## config.mk

```make
export PLATFORM = sky130hd
export DESIGN_NAME = alarm_irq_control
export DESIGN_NICKNAME = d
export VERILOG_FILES = /design/src/inc/alarm_irq_pkg.sv /design/src/rtl/alarm_irq_control.sv /design/src/rtl/dog_countdown.sv
export SDC_FILE = /design/constraint.sdc
export NUM_CORES = 1
export LEC_CHECK = 0
export ABC_CLOCK_PERIOD_IN_PS = 8400
export CAP_MARGIN = 5
export CORE_ASPECT_RATIO = 1.75
export CORE_MARGIN = 1.5
export CORE_UTILIZATION = 45
export DETAILED_ROUTE_END_ITERATION = 6
export DONT_BUFFER_PORTS = 1
export PLACE_DENSITY_LB_ADDON = 0.2
export SETUP_SLACK_MARGIN = 0.5
export SLEW_MARGIN = 30
export SYNTH_ARGS = -nofsm -noshare
export SYNTH_HDL_FRONTEND = slang
export SYNTH_HIERARCHICAL = 1
export SYNTH_SLANG_ARGS = --single-unit
```

## constraint.sdc

```tcl
create_clock -name sys_clk -period 8.4 [get_ports sys_clk]
set_input_delay 1.68 -clock sys_clk [delete_from_list [all_inputs] [get_ports sys_clk]]
set_output_delay 1.68 -clock sys_clk [all_outputs]
set_load 0.01 [all_outputs]
```

## src/inc/alarm_irq_pkg.sv

```systemverilog
// Constants shared by the alarm and interrupt control logic.
package alarm_irq_pkg;
    localparam logic [5:0]  ADDR_ALARM_MIN  = 6'h03;
    localparam logic [5:0]  ADDR_ALARM_HOUR = 6'h05;
    localparam logic [5:0]  ADDR_ALARM_DAY  = 6'h07;
    localparam logic [5:0]  ADDR_CTRL       = 6'h0b;
    localparam logic [5:0]  ADDR_DOG_LO     = 6'h0c;
    localparam logic [5:0]  ADDR_DOG_HI     = 6'h0d;
    localparam int          BIT_COPY_ALLOW  = 7;
    localparam int          BIT_PIN_SWAP    = 6;
    localparam int          BIT_B_POLARITY  = 5;
    localparam int          BIT_PULSE_SEL   = 4;
    localparam int          BIT_DOG_MASK    = 3;
    localparam int          BIT_TOD_MASK    = 2;
    localparam int          BIT_ALARM_MASK  = 7;
    localparam logic [7:0]  CTRL_RESET      = 8'h00;
    localparam logic [7:0]  ALARM_RESET     = 8'h00;
    localparam logic [7:0]  DOG_RESET       = 8'h00;
    localparam logic [7:0]  DAY_KEEP        = 8'h87;
    localparam int          SYS_CLK_KHZ     = 50000;
    localparam int          PULSE_TIME_MS   = 3;
    localparam int          PULSE_CYCLES    = PULSE_TIME_MS * SYS_CLK_KHZ;
    localparam int          PULSE_W         = 18;
    localparam int          DOG_W           = 14;
endpackage

```

## src/rtl/alarm_irq_control.sv

```systemverilog
// Command byte, alarm flags and interrupt line control of the timekeeper.
//
// Behaviour
// - Copy-allow at 1 lets the running counters refresh the visible time registers.
// - Copy-allow at 0 freezes the visible time registers; counters keep running.
// - Pin-swap at 1 puts time-of-day on line A and watchdog on line B.
// - Pin-swap at 0 puts time-of-day on line B and watchdog on line A.
// - A pin-swap change moves interrupts at once, even while active.
// - Line-B polarity 1 drives B high when active, 0 drives it low.
// - Pulse mode drives active lines for at least 3 ms, then releases.
// - In pulse mode the watchdog keeps running; its flag clears at pulse end.
// - Level mode holds an active line asserted until the interrupt is cleared.
// - Watchdog mask at 1 holds the watchdog interrupt inactive.
// - Unmasked watchdog flag asserts its interrupt with current swap, polarity, mode.
// - Time-of-day mask at 1 holds the time-of-day interrupt inactive.
// - Unmasked match flag asserts its interrupt with current swap, polarity, mode.
// - Watchdog flag is set by hardware; control-byte writes leave it alone.
// - Any access to a watchdog register clears the watchdog flag; mask ignored.
// - Match flag is set on alarm match; control-byte writes leave it alone.
// - Reading any time-of-day alarm register clears the match flag; mask ignored.
// - All three alarm masks set gives one alarm every minute.
// - Only minutes unmasked gives an alarm when minutes match.
// - Minutes and hours unmasked gives an alarm when both match.
// - No alarm masks set needs minutes, hours and day to match.
// - Bit 7 of each minutes, hours and days alarm register is its mask.
// - Watchdog register access reloads the countdown, clearing flag and interrupt.
// - Both watchdog registers at zero disable the watchdog alarm.
`timescale 1ns/100ps
module alarm_irq_control
    import alarm_irq_pkg::*;
#(
    parameter int PULSE_LEN = alarm_irq_pkg::PULSE_CYCLES
)
(
    input  wire logic       sys_clk,
    input  wire logic       nrst,
    input  wire logic       ce_n,
    input  wire logic       oe_n,
    input  wire logic       we_n,
    input  wire logic [5:0] addr,
    input  wire logic [7:0] dq_in,
    output logic      [7:0] dq_out,
    output logic            dq_oe,
    input  wire logic       tick_100hz,
    input  wire logic       minute_roll,
    input  wire logic [7:0] now_minutes,
    input  wire logic [7:0] now_hours,
    input  wire logic [7:0] now_days,
    output logic            time_copy_en,
    output logic            irq_line_a,
    output logic            irq_line_a_oe,
    output logic            irq_line_b,
    output logic            irq_line_b_oe
);
    import alarm_irq_pkg::*;

    // Two-stage synchroniser on every bus pin, then a third stage for edges.
    logic [16:0] pin_s1;
    logic [16:0] pin_s2;
    logic [16:0] pin_s3;
    logic        rd_now;
    logic        rd_prev;
    logic        wr_now;
    logic        wr_prev;
    logic        rd_start;
    logic        wr_done;
    logic [5:0]  rd_addr;
    logic [5:0]  wr_addr;
    logic [7:0]  wr_data;

    logic [7:0]  ctrl;
    logic [7:0]  alarm_min;
    logic [7:0]  alarm_hour;
    logic [7:0]  alarm_day;
    logic [7:0]  dog_lo;
    logic [7:0]  dog_hi;
    logic        dog_flag;
    logic        match_flag;
    logic        dog_restart;
    logic        dog_expired;

    logic        ctrl_wr;
    logic        alarm_rd;
    logic        alarm_wr;
    logic        dog_access;
    logic        match_set;
    logic        match_clr;
    logic        dog_set;
    logic        dog_clr;
    logic        min_ok;
    logic        hour_ok;
    logic        day_ok;
    logic [7:0]  read_value;
    logic [7:0]  ctrl_view;

    logic [PULSE_W-1:0] tod_tmr;
    logic [PULSE_W-1:0] dog_tmr;
    logic        pulse_mode;
    logic        tod_on;
    logic        dog_on;
    logic        next_a_on;
    logic        next_b_on;
    logic        dog_pulse_end;

    always_ff @(posedge sys_clk or negedge nrst) begin
        if (!nrst) begin
            pin_s1 <= 17'h1ffff;
            pin_s2 <= 17'h1ffff;
            pin_s3 <= 17'h1ffff;
        end else begin
            pin_s1 <= {ce_n, oe_n, we_n, addr, dq_in};
            pin_s2 <= pin_s1;
            pin_s3 <= pin_s2;
        end
    end

    assign rd_now   = !pin_s2[16] && !pin_s2[15] && pin_s2[14];
    assign rd_prev  = !pin_s3[16] && !pin_s3[15] && pin_s3[14];
    assign wr_now   = !pin_s2[16] && !pin_s2[14];
    assign wr_prev  = !pin_s3[16] && !pin_s3[14];
    assign rd_start = rd_now && !rd_prev;
    // A write is taken when the strobe ends, with the last sampled data.
    assign wr_done  = wr_prev && !wr_now;
    assign rd_addr  = pin_s2[13:8];
    assign wr_addr  = pin_s3[13:8];
    assign wr_data  = pin_s3[7:0];

    assign ctrl_wr    = wr_done && (wr_addr == ADDR_CTRL);
    assign alarm_rd   = rd_start && ((rd_addr == ADDR_ALARM_MIN) ||
                        (rd_addr == ADDR_ALARM_HOUR) || (rd_addr == ADDR_ALARM_DAY));
    assign alarm_wr   = wr_done && ((wr_addr == ADDR_ALARM_MIN) ||
                        (wr_addr == ADDR_ALARM_HOUR) || (wr_addr == ADDR_ALARM_DAY));
    assign dog_access = (rd_start && ((rd_addr == ADDR_DOG_LO) || (rd_addr == ADDR_DOG_HI)))
                     || (wr_done && ((wr_addr == ADDR_DOG_LO) || (wr_addr == ADDR_DOG_HI)));

    // The flag bits are not stored from the bus, only shown on reads.
    assign ctrl_view  = {ctrl[7:2], dog_flag, match_flag};
    assign read_value = (rd_addr == ADDR_CTRL)       ? ctrl_view  :
                        (rd_addr == ADDR_ALARM_MIN)  ? alarm_min  :
                        (rd_addr == ADDR_ALARM_HOUR) ? alarm_hour :
                        (rd_addr == ADDR_ALARM_DAY)  ? alarm_day  :
                        (rd_addr == ADDR_DOG_LO)     ? dog_lo     :
                        (rd_addr == ADDR_DOG_HI)     ? dog_hi     : 8'h00;

    // Bit 7 of each alarm register skips its field in the compare.
    assign min_ok  = alarm_min[BIT_ALARM_MASK]  || (alarm_min[6:0]  == now_minutes[6:0]);
    assign hour_ok = alarm_hour[BIT_ALARM_MASK] || (alarm_hour[6:0] == now_hours[6:0]);
    assign day_ok  = alarm_day[BIT_ALARM_MASK]  || (alarm_day[2:0]  == now_days[2:0]);
    // Checked once per minute roll, so all masks set alarms every minute.
    assign match_set = minute_roll && min_ok && hour_ok && day_ok;

    // The host clears the match flag by reading, and also by writing, an alarm register.
    assign match_clr     = alarm_rd || alarm_wr;
    assign pulse_mode    = ctrl[BIT_PULSE_SEL];
    assign dog_pulse_end = pulse_mode && (dog_tmr == PULSE_W'(1));
    assign dog_set       = dog_expired;
    assign dog_clr       = dog_access || dog_pulse_end;

    always_ff @(posedge sys_clk or negedge nrst) begin
        if (!nrst) begin
            ctrl       <= CTRL_RESET;
            alarm_min  <= ALARM_RESET;
            alarm_hour <= ALARM_RESET;
            alarm_day  <= ALARM_RESET;
            dog_lo     <= DOG_RESET;
            dog_hi     <= DOG_RESET;
        end else if (wr_done) begin
            if (wr_addr == ADDR_CTRL) begin
                ctrl <= {wr_data[7:2], 2'b00};
            end else if (wr_addr == ADDR_ALARM_MIN) begin
                alarm_min <= wr_data;
            end else if (wr_addr == ADDR_ALARM_HOUR) begin
                alarm_hour <= wr_data;
            end else if (wr_addr == ADDR_ALARM_DAY) begin
                alarm_day <= wr_data & DAY_KEEP;
            end else if (wr_addr == ADDR_DOG_LO) begin
                dog_lo <= wr_data;
            end else if (wr_addr == ADDR_DOG_HI) begin
                dog_hi <= wr_data;
            end
        end
    end

    // A set arriving with a clear wins, so no event is lost.
    always_ff @(posedge sys_clk or negedge nrst) begin
        if (!nrst) begin
            match_flag <= 1'b0;
            dog_flag   <= 1'b0;
        end else begin
            match_flag <= match_set || (match_flag && !match_clr);
            dog_flag   <= dog_set || (dog_flag && !dog_clr);
        end
    end

    // Restart one cycle late so the countdown sees the newly written value.
    always_ff @(posedge sys_clk or negedge nrst) begin
        if (!nrst) begin
            dog_restart <= 1'b0;
        end else begin
            dog_restart <= dog_access;
        end
    end

    dog_countdown u_dog (
        .sys_clk    (sys_clk),
        .nrst       (nrst),
        .tick_100hz (tick_100hz),
        .restart    (dog_restart),
        .dog_lo     (dog_lo),
        .dog_hi     (dog_hi),
        .expired    (dog_expired)
    );

    // Each source owns a pulse timer, started by its own set event.
    always_ff @(posedge sys_clk or negedge nrst) begin
        if (!nrst) begin
            tod_tmr <= '0;
            dog_tmr <= '0;
        end else begin
            if (pulse_mode && match_set) begin
                tod_tmr <= PULSE_W'(PULSE_LEN);
            end else if (tod_tmr != '0) begin
                tod_tmr <= tod_tmr - PULSE_W'(1);
            end
            if (dog_access) begin
                dog_tmr <= '0;
            end else if (pulse_mode && dog_set) begin
                dog_tmr <= PULSE_W'(PULSE_LEN);
            end else if (dog_tmr != '0) begin
                dog_tmr <= dog_tmr - PULSE_W'(1);
            end
        end
    end

    // Pulse mode follows the timer; level mode follows the flag until it clears.
    assign tod_on = !ctrl[BIT_TOD_MASK] &&
                    (pulse_mode ? (tod_tmr != '0) : match_flag);
    assign dog_on = !ctrl[BIT_DOG_MASK] &&
                    (pulse_mode ? (dog_tmr != '0) : dog_flag);
    // The swap steers live sources, so a change moves an active interrupt at once.
    assign next_a_on = ctrl[BIT_PIN_SWAP] ? tod_on : dog_on;
    assign next_b_on = ctrl[BIT_PIN_SWAP] ? dog_on : tod_on;

    always_ff @(posedge sys_clk or negedge nrst) begin
        if (!nrst) begin
            irq_line_a    <= 1'b1;
            irq_line_a_oe <= 1'b0;
            irq_line_b    <= 1'b1;
            irq_line_b_oe <= 1'b0;
            time_copy_en  <= 1'b0;
            dq_out        <= 8'h00;
            dq_oe         <= 1'b0;
        end else begin
            // Line A only ever sinks, and lets go when inactive.
            irq_line_a    <= 1'b0;
            irq_line_a_oe <= next_a_on;
            irq_line_b    <= ctrl[BIT_B_POLARITY];
            irq_line_b_oe <= next_b_on;
            // The counters block refreshes visible time only while this is high.
            time_copy_en  <= ctrl[BIT_COPY_ALLOW];
            dq_out        <= read_value;
            dq_oe         <= rd_now;
        end
    end
endmodule

```

## src/rtl/dog_countdown.sv

```systemverilog
// Watchdog countdown in hundredths of a second, reloaded from two BCD bytes.
`timescale 1ns/100ps
module dog_countdown
    import alarm_irq_pkg::*;
(
    input  wire logic       sys_clk,
    input  wire logic       nrst,
    input  wire logic       tick_100hz,
    input  wire logic       restart,
    input  wire logic [7:0] dog_lo,
    input  wire logic [7:0] dog_hi,
    output logic            expired
);
    logic [DOG_W-1:0] count;
    logic [DOG_W-1:0] reload;
    logic             enabled;

    assign reload = DOG_W'(dog_hi[7:4] * 14'd1000) + DOG_W'(dog_hi[3:0] * 14'd100)
                  + DOG_W'(dog_lo[7:4] * 14'd10) + DOG_W'(dog_lo[3:0]);
    // A zero reload switches the watchdog off entirely.
    assign enabled = (reload != '0);

    // The countdown reloads after each alarm, so it keeps running in pulse mode.
    always_ff @(posedge sys_clk or negedge nrst) begin
        if (!nrst) begin
            count   <= '0;
            expired <= 1'b0;
        end else begin
            expired <= 1'b0;
            if (restart || !enabled) begin
                count <= reload;
            end else if (tick_100hz) begin
                if (count <= DOG_W'(1)) begin
                    count   <= reload;
                    expired <= 1'b1;
                end else begin
                    count <= count - DOG_W'(1);
                end
            end
        end
    end
endmodule

```

# Yosys cells after proc, flatten, opt, wreduce, memory -nomap -nowiden
# Index checks and enable logic that the tools add are counted.
[totals] elab_cells=137 out_inout_bits=14 latch_bits=0 rom_bits=0 reg_bits=161 mem_count=0 input_bits=45 mem_bits_rw=0
[op_classes] n_lt_le_gt_ge=1 n_div=0 n_mul=3 n_addsub=6 reduce_logical=62 bitwise_logic=5 muxes=21 n_eq_ne=16 shifts=0
[ops] operator="$mux W18" n=5
[ops] operator="$mux W8" n=6
[ops] operator="$mux W14" n=3
[ops] operator="$eq A6 B4 Y1 const B" n=6
[ops] operator="$reduce_bool A18 Y1" n=2
[ops] operator="$sub A18 B1 Y18 const B" n=2
[ops] operator="$eq A6 B3 Y1 const B" n=4
[ops] operator="$logic_and A1 B1 Y1" n=22
[ops] operator="$eq A18 B1 Y1 const B" n=1
[ops] operator="$logic_or A1 B1 Y1" n=15
[ops] operator="$add A14 B11 Y14" n=1
[ops] operator="$add A14 B4 Y14" n=1
[ops] operator="$add A14 B8 Y14" n=1
[ops] operator="$eq A7 B7 Y1" n=2
[ops] operator="$le A14 B1 Y1 const B" n=1
[ops] operator="$reduce_bool A14 Y1" n=1
[ops] operator="$sub A14 B1 Y14 const B" n=1
[ops] operator="$logic_not A1 Y1" n=13
[ops] operator="$eq A6 B2 Y1 const B" n=2
[ops] operator="$mul A4 B7 Y11 const B" n=1
[ops] operator="$mul A4 B5 Y9 const B" n=1
[ops] operator="$mul A4 B3 Y7 const B" n=1
[ops] operator="$mux W1" n=7
[ops] operator="$reduce_and A7 Y1" n=1
[ops] operator="other kinds (9)" n=14

# Logic depth before layout (Yosys ltp)
# Gate-level depths: netlist of run 1.
[logic_depth] depth_word=11 mapped_depth=21 depth_no_buf=20

# Modules after synthesis
# Netlist of run 1, hierarchy kept.
[modules_own_cells] mod="alarm_irq_control" area_per_inst_um2=6129.6 seq_area_each_um2=3719.8 instances=1 cells_per_inst=487
[modules_own_cells] mod="dog_countdown" area_per_inst_um2=2643.8 seq_area_each_um2=375.4 instances=1 cells_per_inst=311

# Worst setup path after synthesis of run 1
# OpenSTA, ideal clock, no wires.
[synth_path] path_type="reg-to-reg" start="register dog_hi[6]" end="register u_dog.count[1]" path_stages_with_launch=20 arrival_ns=5.172 setup_ns=0.129 t_required_ns=8.271 period_less_slack_ns=5.301 slack_ns=3.099 n_path_buf=1 cell_sequence="dfrtp_1 fa_1 inv_1 fa_1 inv_1 ha_1 a21o_1 a21oi_1 xnor2_1 ha_1 ha_1 ha_1 a21o_1 a211o_1 o22ai_1 xor3_1 nor4_4 or2_1 buf_6 o21ai_0"
[synth_between] elab_chain_cells=8 elab_cells_between_ends=9 cone_classes="add/sub (3); mul (1); mux (1); reduce/logical (4)"
[synth_rtl] item="start, declared" line="alarm_irq_control.sv:76" text="logic [7:0] dog_hi;"
[synth_rtl] item="start signal, assigned" line="alarm_irq_control.sv:179" text="dog_hi <= wr_data;"
[synth_rtl] item="$mul A4 B7 Y11 (*)" line="dog_countdown.sv:18" text="assign reload = DOG_W'(dog_hi[7:4] * 14'd1000) + DOG_W'(dog_hi[3:0] * 14'd100)"
[synth_rtl] item="$add A14 B11 Y14 (*)" line="dog_countdown.sv:18"
[synth_rtl] item="$add A14 B8 Y14 (*)" line="dog_countdown.sv:19" text="+ DOG_W'(dog_lo[7:4] * 14'd10) + DOG_W'(dog_lo[3:0]);"
[synth_rtl] item="$add A14 B4 Y14 (*)" line="dog_countdown.sv:19"
[synth_rtl] item="$reduce_bool A14 Y1 (*)" line="dog_countdown.sv:21" text="assign enabled = (reload != '0);"
[synth_rtl] item="$logic_not A1 Y1 (*)" line="dog_countdown.sv:30" text="if (restart || !enabled) begin"
[synth_rtl] item="$logic_or A1 B1 Y1 (*)" line="dog_countdown.sv:30"
[synth_rtl] item="$mux W14 / $reduce_bool A2 Y1 (equally long branches)"
[synth_rtl] item="end signal, assigned" line="dog_countdown.sv:31" text="count <= reload;"
[synth_rtl] item="end signal, assigned" line="dog_countdown.sv:34" text="count <= reload;"
[synth_rtl] item="end signal, assigned" line="dog_countdown.sv:37" text="count <= count - DOG_W'(1);"
[synth_rtl] item="end, declared" line="dog_countdown.sv:14" text="logic [DOG_W-1:0] count;"
# Every way passes the cells marked *; elsewhere a longest branch is shown, timed or not.
# A chain may end at the register's enable or synchronous reset.

# Final worst setup path of run 1
[layout_path] start="register dog_hi[5]" end="register u_dog.count[1]"
# The elaborated chain is that of the path after synthesis.

==> impl_metrics.ini, run 1 <==
[outcome]
status = finished clean

[grt]
grt_max_degree = 162
busiest_layer = met2
grt_pass1_vias = 6380
grt_pass1_wl_um = 32600
grtUsageMet2 = 0.369
antenna_found_initial = 0
grt_usage = 0.207
grt_overflow = 0
grt.met1_usage = 0.244
met3_usage = 0.0386

[setup_path]
critPathMostFrequentCell = ha_1
r2r_setup_slack_ns = 2.27
reg2reg_depth = 18
max_stage_delay_ns = 0.65
path_max_fanout = 10
required_ns = 8.69
crit_slowest_cell = nor4_4
arrival_ns = 6.42
regToRegEndpoint = u_dog/count[1]
r2r_start = dog_hi[5]
worstSetupEndpointType = register
cp-start-kind = register
crit_type = register to register
path_cells = fa_1, inv_1, fa_1, inv_1, ha_1, a21o_1, a21oi_1, xnor2_1, ha_1, ha_1, ha_1, a21o_1, a211o_1, o22ai_1, xor3_1, nor4_4, or2_1, o21ai_0

[clocking]
cts-root-buf = clkbuf_16
clockBufferDepth = 2
clock_latency_ns = 0.43
cts.sinks = 161
cts_buffers = 17
cts_tree = yes
post-cts-setup-buffers = 0
clkSlewWorstSetupHoldPaths_ns = 0.07
ctsHoldBuffers = 0
ctsResizeCount = 0
cts_max_level = 4

[synthesis]
yosysWarnings = 6
yosys-top-cells-area = dfrtp_1, dfstp_2, ha_1
syn_area_sq_mm = 0.00877
synthFlopType = dfrtp_1
synth-async-reset-ratio = 1.00
synth_top_cell_by_area = dfrtp_1
synth_cell_type_count = 74
ys_seq_area_frac = 0.467
ys_seq_elements = 161
syn_nets = 915
synth_top_area_frac = 0.308
synthCells = 798
synth_edf_count = 0
syn_avg_cell_area_sq_um = 11.0

[power_and_ir_drop]
powerDensity_mw_per_mm2 = 238
finalPower_w = 0.00228
p_leak_nw = 4.32
irDropWorstVdd_mv = 0.208

[min_path]
hold_class = register to register
worstHoldEndpoint = pin_s3[4]
hold_depth = 0
min_from = pin_s2[4]

[sta]
hold-worst-slack_ns = 0.352
fmax_mhz = 163
fin_skew_ns = 0.00856
slew_viol_final = 0
setup_viol = 0
slew_headroom = 0.444
setup_slack_ns = 2.27
layout_min_cycle_time_ns = 6.13
worstMarginPinSlew_ns = 0.827
finalHoldViolCount = 0
fin_tns_setup_ns = 0
rsz0062_at_grt = false
fin_crit_sh = 0.730

[flow_run]
cap_violations = 0

[place]
pre_cts_ws_ns = 2.29
gp_congestion = 0.827
portBuffers = 0
place_hpwl_um = 14500

[layout]
area_growth_pct = 9.23
layout.nets = 915
fin_util = 0.501
drive_gt1_frac = 0.187
antenna_cells = 0
nFillCells = 1703

[detailed_routing]
route.detailed.drc = 0
ant_nets = 0
drt_wl_total_um = 19600
dr.pass1.iters = 5
vias_per_cell = 5.74
vias = 6043
wire_per_inst_um = 18.6
drt_iter0_drc = 363

[die]
die_area_sq_mm = 0.0204
core_sq_mm = 0.0191
pin_count = 59
start_util = 0.459
die_h_um = 188
rows = 67
die_w_um = 109
layout make-up:
class | instances | area [sq um] | share of cell area
Sequential cell | 161 | 4100 | 0.427
Inverter | 55 | 206 | 0.0215
Clock buffer | 19 | 443 | 0.0462
Clock inverter | 13 | 139 | 0.0145
Tap cell | 241 | 302 | 0.0315
Multi-Input combinational cell | 562 | 4390 | 0.458
Timing Repair Buffer | 1 | 7.51 | 0.000783
flip-flops by register name (all words and copies together) (netlist names), 4 cells and up:
| signal | flops |
|---|---|
| pin_s1 | 17 |
| alarm_min | 8 |
| dq_out | 8 |
| tod_tmr | 18 |
| pin_s2 | 17 |
| dog_hi | 8 |
| alarm_day | 4 |
| u_dog/count | 14 |
| pin_s3 | 17 |
| dog_lo | 8 |
| dog_tmr | 18 |
| ctrl | 6 |
| alarm_hour | 8 |
routing by layer:
layer / wire length [um] / up-vias
li1: - / 2840
met1: 7750 / 3037
met2: 10700 / 129
met3: 623 / 37
met4: 537 / 0
met5: 0 / -
Yosys cell counts, types with 3 or more instances:
library cell,instances
nand3_1,15
a21o_1,7
nor4_4,3
mux2i_1,9
ha_1,55
a21oi_1,38
nand3b_1,3
a211o_1,4
nand4b_1,3
nand4_1,10
clkbuf_1,14
a221o_1,4
dfrtp_1,108
inv_1,55
o21ai_0,29
and3_1,4
or3_1,4
nor2b_1,8
mux2_2,41
fa_1,17
buf_2,4
nand2_1,42
nor2_1,64
xor2_1,20
dfstp_2,53
nor3b_1,6
o31ai_1,3
o21a_1,6
o22ai_1,14
nor4_1,11
xnor2_1,29
nand2b_1,10
a32o_1,3
or2_2,5
nor3_1,20
a31oi_1,13
and2_1,3
a211oi_1,13
how the worst max path moves through the flow:
stage / startpoint / to / slack (ns) / depth (start not counted)
CTS: dog_hi[5] / u_dog/count[1] / 2.27 / 18
detailed placement: dog_hi[5] / u_dog/count[1] / 2.29 / 18
finish: dog_hi[5] / u_dog/count[1] / 2.27 / 18
global route: dog_hi[5] / u_dog/count[1] / 2.00 / 18
floorplan: dog_hi[6] / u_dog/count[1] / 3.10 / 19
global placement: dog_hi[5] / u_dog/count[1] / 2.37 / 18
cells in the final DEF, fill, tap and decap left out, types with 13 or more instances in the layout:
master / count
dfstp_2: 53
a21oi_1: 38
a31oi_1: 13
o22ai_1: 14
nor2_1: 64
fa_1: 17
mux2_2: 41
ha_1: 55
nand3_1: 15
dfrtp_1: 108
inv_1: 55
a211oi_1: 13
o21ai_0: 29
xnor2_1: 29
clkbuf_16: 17
xor2_1: 20
nor3_1: 20
nand2_1: 42
critical path: cells and delay by family, from the launching register on:
kind            cells  cell delay, ns
simple gates        2            1.07
xor+xnor            2            0.61
buf+inv             2            0.14
compound gates      6            1.23
fa+ha+maj           6            2.44
flops               1            0.48
kinds of logic after synthesis:
family	synth area share
AOI/OAI and AO/OA	0.120
xor gates and xnor gates	0.0516
DFF	0.467
other	0.000427
buffers and inverters	0.0344
muxes	0.0629
adders and majority gates	0.117
and+or+nand+nor	0.146
where the power goes:
group | switching (W) | internal (W)
Clock | 0.000335 | 0.000427
Sequential | 0.000128 | 0.000892
Combinational | 0.000282 | 0.000221
per-stage QoR:
stage	instances	instance area, sq um
6_report	1052	9580
5_1_grt	1052	9580
4_1_cts	1052	9570
3_5_place_dp	1020	8990
3_3_place_gp	1020	8990
2_1_floorplan	798	8770
Note: power is estimated with default switching activity, not from simulation.
==> run 2: changes to the inputs <==
Settings changed: ABC_CLOCK_PERIOD_IN_PS 8400 to 5700.
Clock period 8.4 ns to 5.7 ns, I/O delays scaled along.
==> run 2 against run 1 <==
  * Maximum frequency up 21%
  * Sequential power up 46%
  * Utilization up 1.3 points
  * Worst setup slack worse by 1.6 ns
  * Global-route usage down 0.33 points
  * Sequential cell count unchanged
  * Clock power up 59%
  * Critical path type unchanged
  * Critical endpoint is now u_dog/count[5]
  * Largest cell class unchanged
==> impl_metrics.ini, run 2 (synthesis gave the netlist of run 1 again) <==
[outcome]
status = finished clean

[detailed_routing]
wire_per_inst_um = 18.4
drt_iter0_drc = 331
ant_nets = 0
drt_wl_total_um = 19600
route.detailed.drc = 0
dr.pass1.iters = 6
vias = 6033
vias_per_cell = 5.66

[place]
place_hpwl_um = 14400
placed_cell_area_sq_mm = 0.00904
portBuffers = 0
gp_congestion = 0.863
place_inst = 1025

[setup_path]
r2r_start = dog_hi[6]
regToRegEndpoint = u_dog/count[5]
critPathMostFrequentCell = ha_4
crit_type = register to register
r2r_setup_slack_ns = 0.64
cp_num_buf_inv = 3
max_stage_delay_ns = 0.63
crit_slowest_cell = fa_2
cp-start-kind = register
path_cells = fa_2, inv_2, fa_1, inv_2, ha_4, a21o_1, a21oi_2, xnor2_1, ha_1, ha_4, ha_4, a21o_1, a211o_1, o22ai_2, xor3_2, nor4_4, buf_4, or2_4, o32a_2
arrival_ns = 5.37
reg2reg_depth = 19
path_max_fanout = 10
worstSetupEndpointType = register
required_ns = 6.01
crit_family = adder cells

[min_path]
min_from = pin_s2[1]
hold_class = register to register
hold_depth = 0
worstHoldEndpoint = pin_s3[1]

[die]
die_area_sq_mm = 0.0204
core_sq_mm = 0.0191
die_w_um = 109
rows = 67
pin_count = 59
die_h_um = 188
start_util = 0.459

[sta]
slew_headroom = 0.468
worstMarginPinSlew_ns = 0.790
slew_viol_final = 0
fin_skew_ns = 0.0109
fmax_mhz = 198
finalHoldViolCount = 0
fin_tns_setup_ns = 0
setup_viol = 0
rsz0062_at_grt = true
layout_min_cycle_time_ns = 5.06
fin_crit_sh = 0.888

[grt]
grt.met1_usage = 0.225
grt_pass1_vias = 6352
grt_max_degree = 162
grtUsageMet2 = 0.380
grt_usage = 0.204
busiest_layer = met2
antenna_found_initial = 0
grt_pass1_wl_um = 32100
met3_usage = 0.0414
grt_overflow = 0

[layout]
reg_top3 = dog_tmr x18, tod_tmr x18
layout.nets = 928
final_common_cell = dfrtp_1
design_area_sq_mm = 0.00984
multi_input_area_sq_mm = 0.00448
area_growth_pct = 12.1
fin_util = 0.515
nFillCells = 1661
seq_area_sq_mm = 0.00410
drive_gt1_frac = 0.222
fin_cells = 1065
final_cell_mix = dfrtp_1, nor2_1, inv_1, dfstp_2, ha_1
antenna_cells = 0

[clocking]
cts-root-buf = clkbuf_16
clockBufferDepth = 2
cts_max_level = 4
clkSlewWorstSetupHoldPaths_ns = 0.07
cts_tree = yes
cts_buffers = 17
clock_latency_ns = 0.43
cts.sinks = 161

[flow_run]
cap_violations = 0

[power_and_ir_drop]
powerDensity_mw_per_mm2 = 355
p_leak_nw = 4.42
irDropWorstVdd_mv = 0.264
-- run 2: final cells by class --
| type | instances | share of cell area |
|---|---|---|
| clock buffer | 19 | 0.0483 |
| clock inverter | 13 | 0.0173 |
| inverter | 55 | 0.0210 |
| multi-input combinational | 562 | 0.456 |
| sequential | 161 | 0.416 |
| tap | 241 | 0.0307 |
| timing repair buffer | 14 | 0.0107 |
-- run 2: worst max path at each step --
stage / from / slack [ns] / cells past startpoint / endpoint
5_1_grt: dog_hi[6] / 0.48 / 19 / u_dog/count[5]
4_1_cts: dog_hi[7] / 0.50 / 19 / u_dog/count[3]
3_3_place_gp: dog_hi[5] / 0.24 / 18 / u_dog/count[1]
2_1_floorplan: dog_hi[6] / 0.58 / 19 / u_dog/count[5]
3_5_place_dp: dog_hi[5] / 0.17 / 18 / u_dog/count[1]
6_report: dog_hi[6] / 0.64 / 19 / u_dog/count[5]
-- run 2: worst reg2reg max path: cells and delay by family (launching register included) --
kind | cells | cell delay (ns)
fa+ha+maj | 6 | 2.24
compound gates | 6 | 1.34
flops | 1 | 0.41
xor+xnor | 2 | 0.34
simple gates | 2 | 0.33
buf+inv | 3 | 0.28
-- run 2: what timing repair did --
| item | in CTS | in global routing |
|---|---|---|
| pin swaps | 11 | 8 |
| setup buffers | 5 | 3 |
| endpoints found under the setup margin | 14 | 13 |
| hold buffers | 0 | 0 |
| endpoints found under the hold margin | 0 | 0 |
| gates resized for setup | 14 | 5 |
-- run 2: routing by layer --
layer / routed length [um] / up-vias
met4: 309 / 0
met2: 11100 / 119
met3: 693 / 23
li1: - / 2877
met5: 0 / -
met1: 7500 / 3014
-- run 2: where the power goes --
part / total (W) / switching [W] / internal (W)
Clock: 0.00121 / 0.000527 / 0.000687
Combinational: 0.000786 / 0.000430 / 0.000356
Sequential: 0.00149 / 0.000180 / 0.00131
Total: 0.00350 / 0.00114 / 0.00236
-- run 2: metrics by stage --
stage	total power (W)	hold slack (ns)	setup slack [ns]
4_1_cts	0.00352	0.357	0.504
2_1_floorplan	0.00208	0.345	0.585
3_5_place_dp	0.00226	0.347	0.167
3_3_place_gp	0.00222	0.345	0.240
5_1_grt	0.00369	0.358	0.484
6_report	0.00350	0.355	0.638
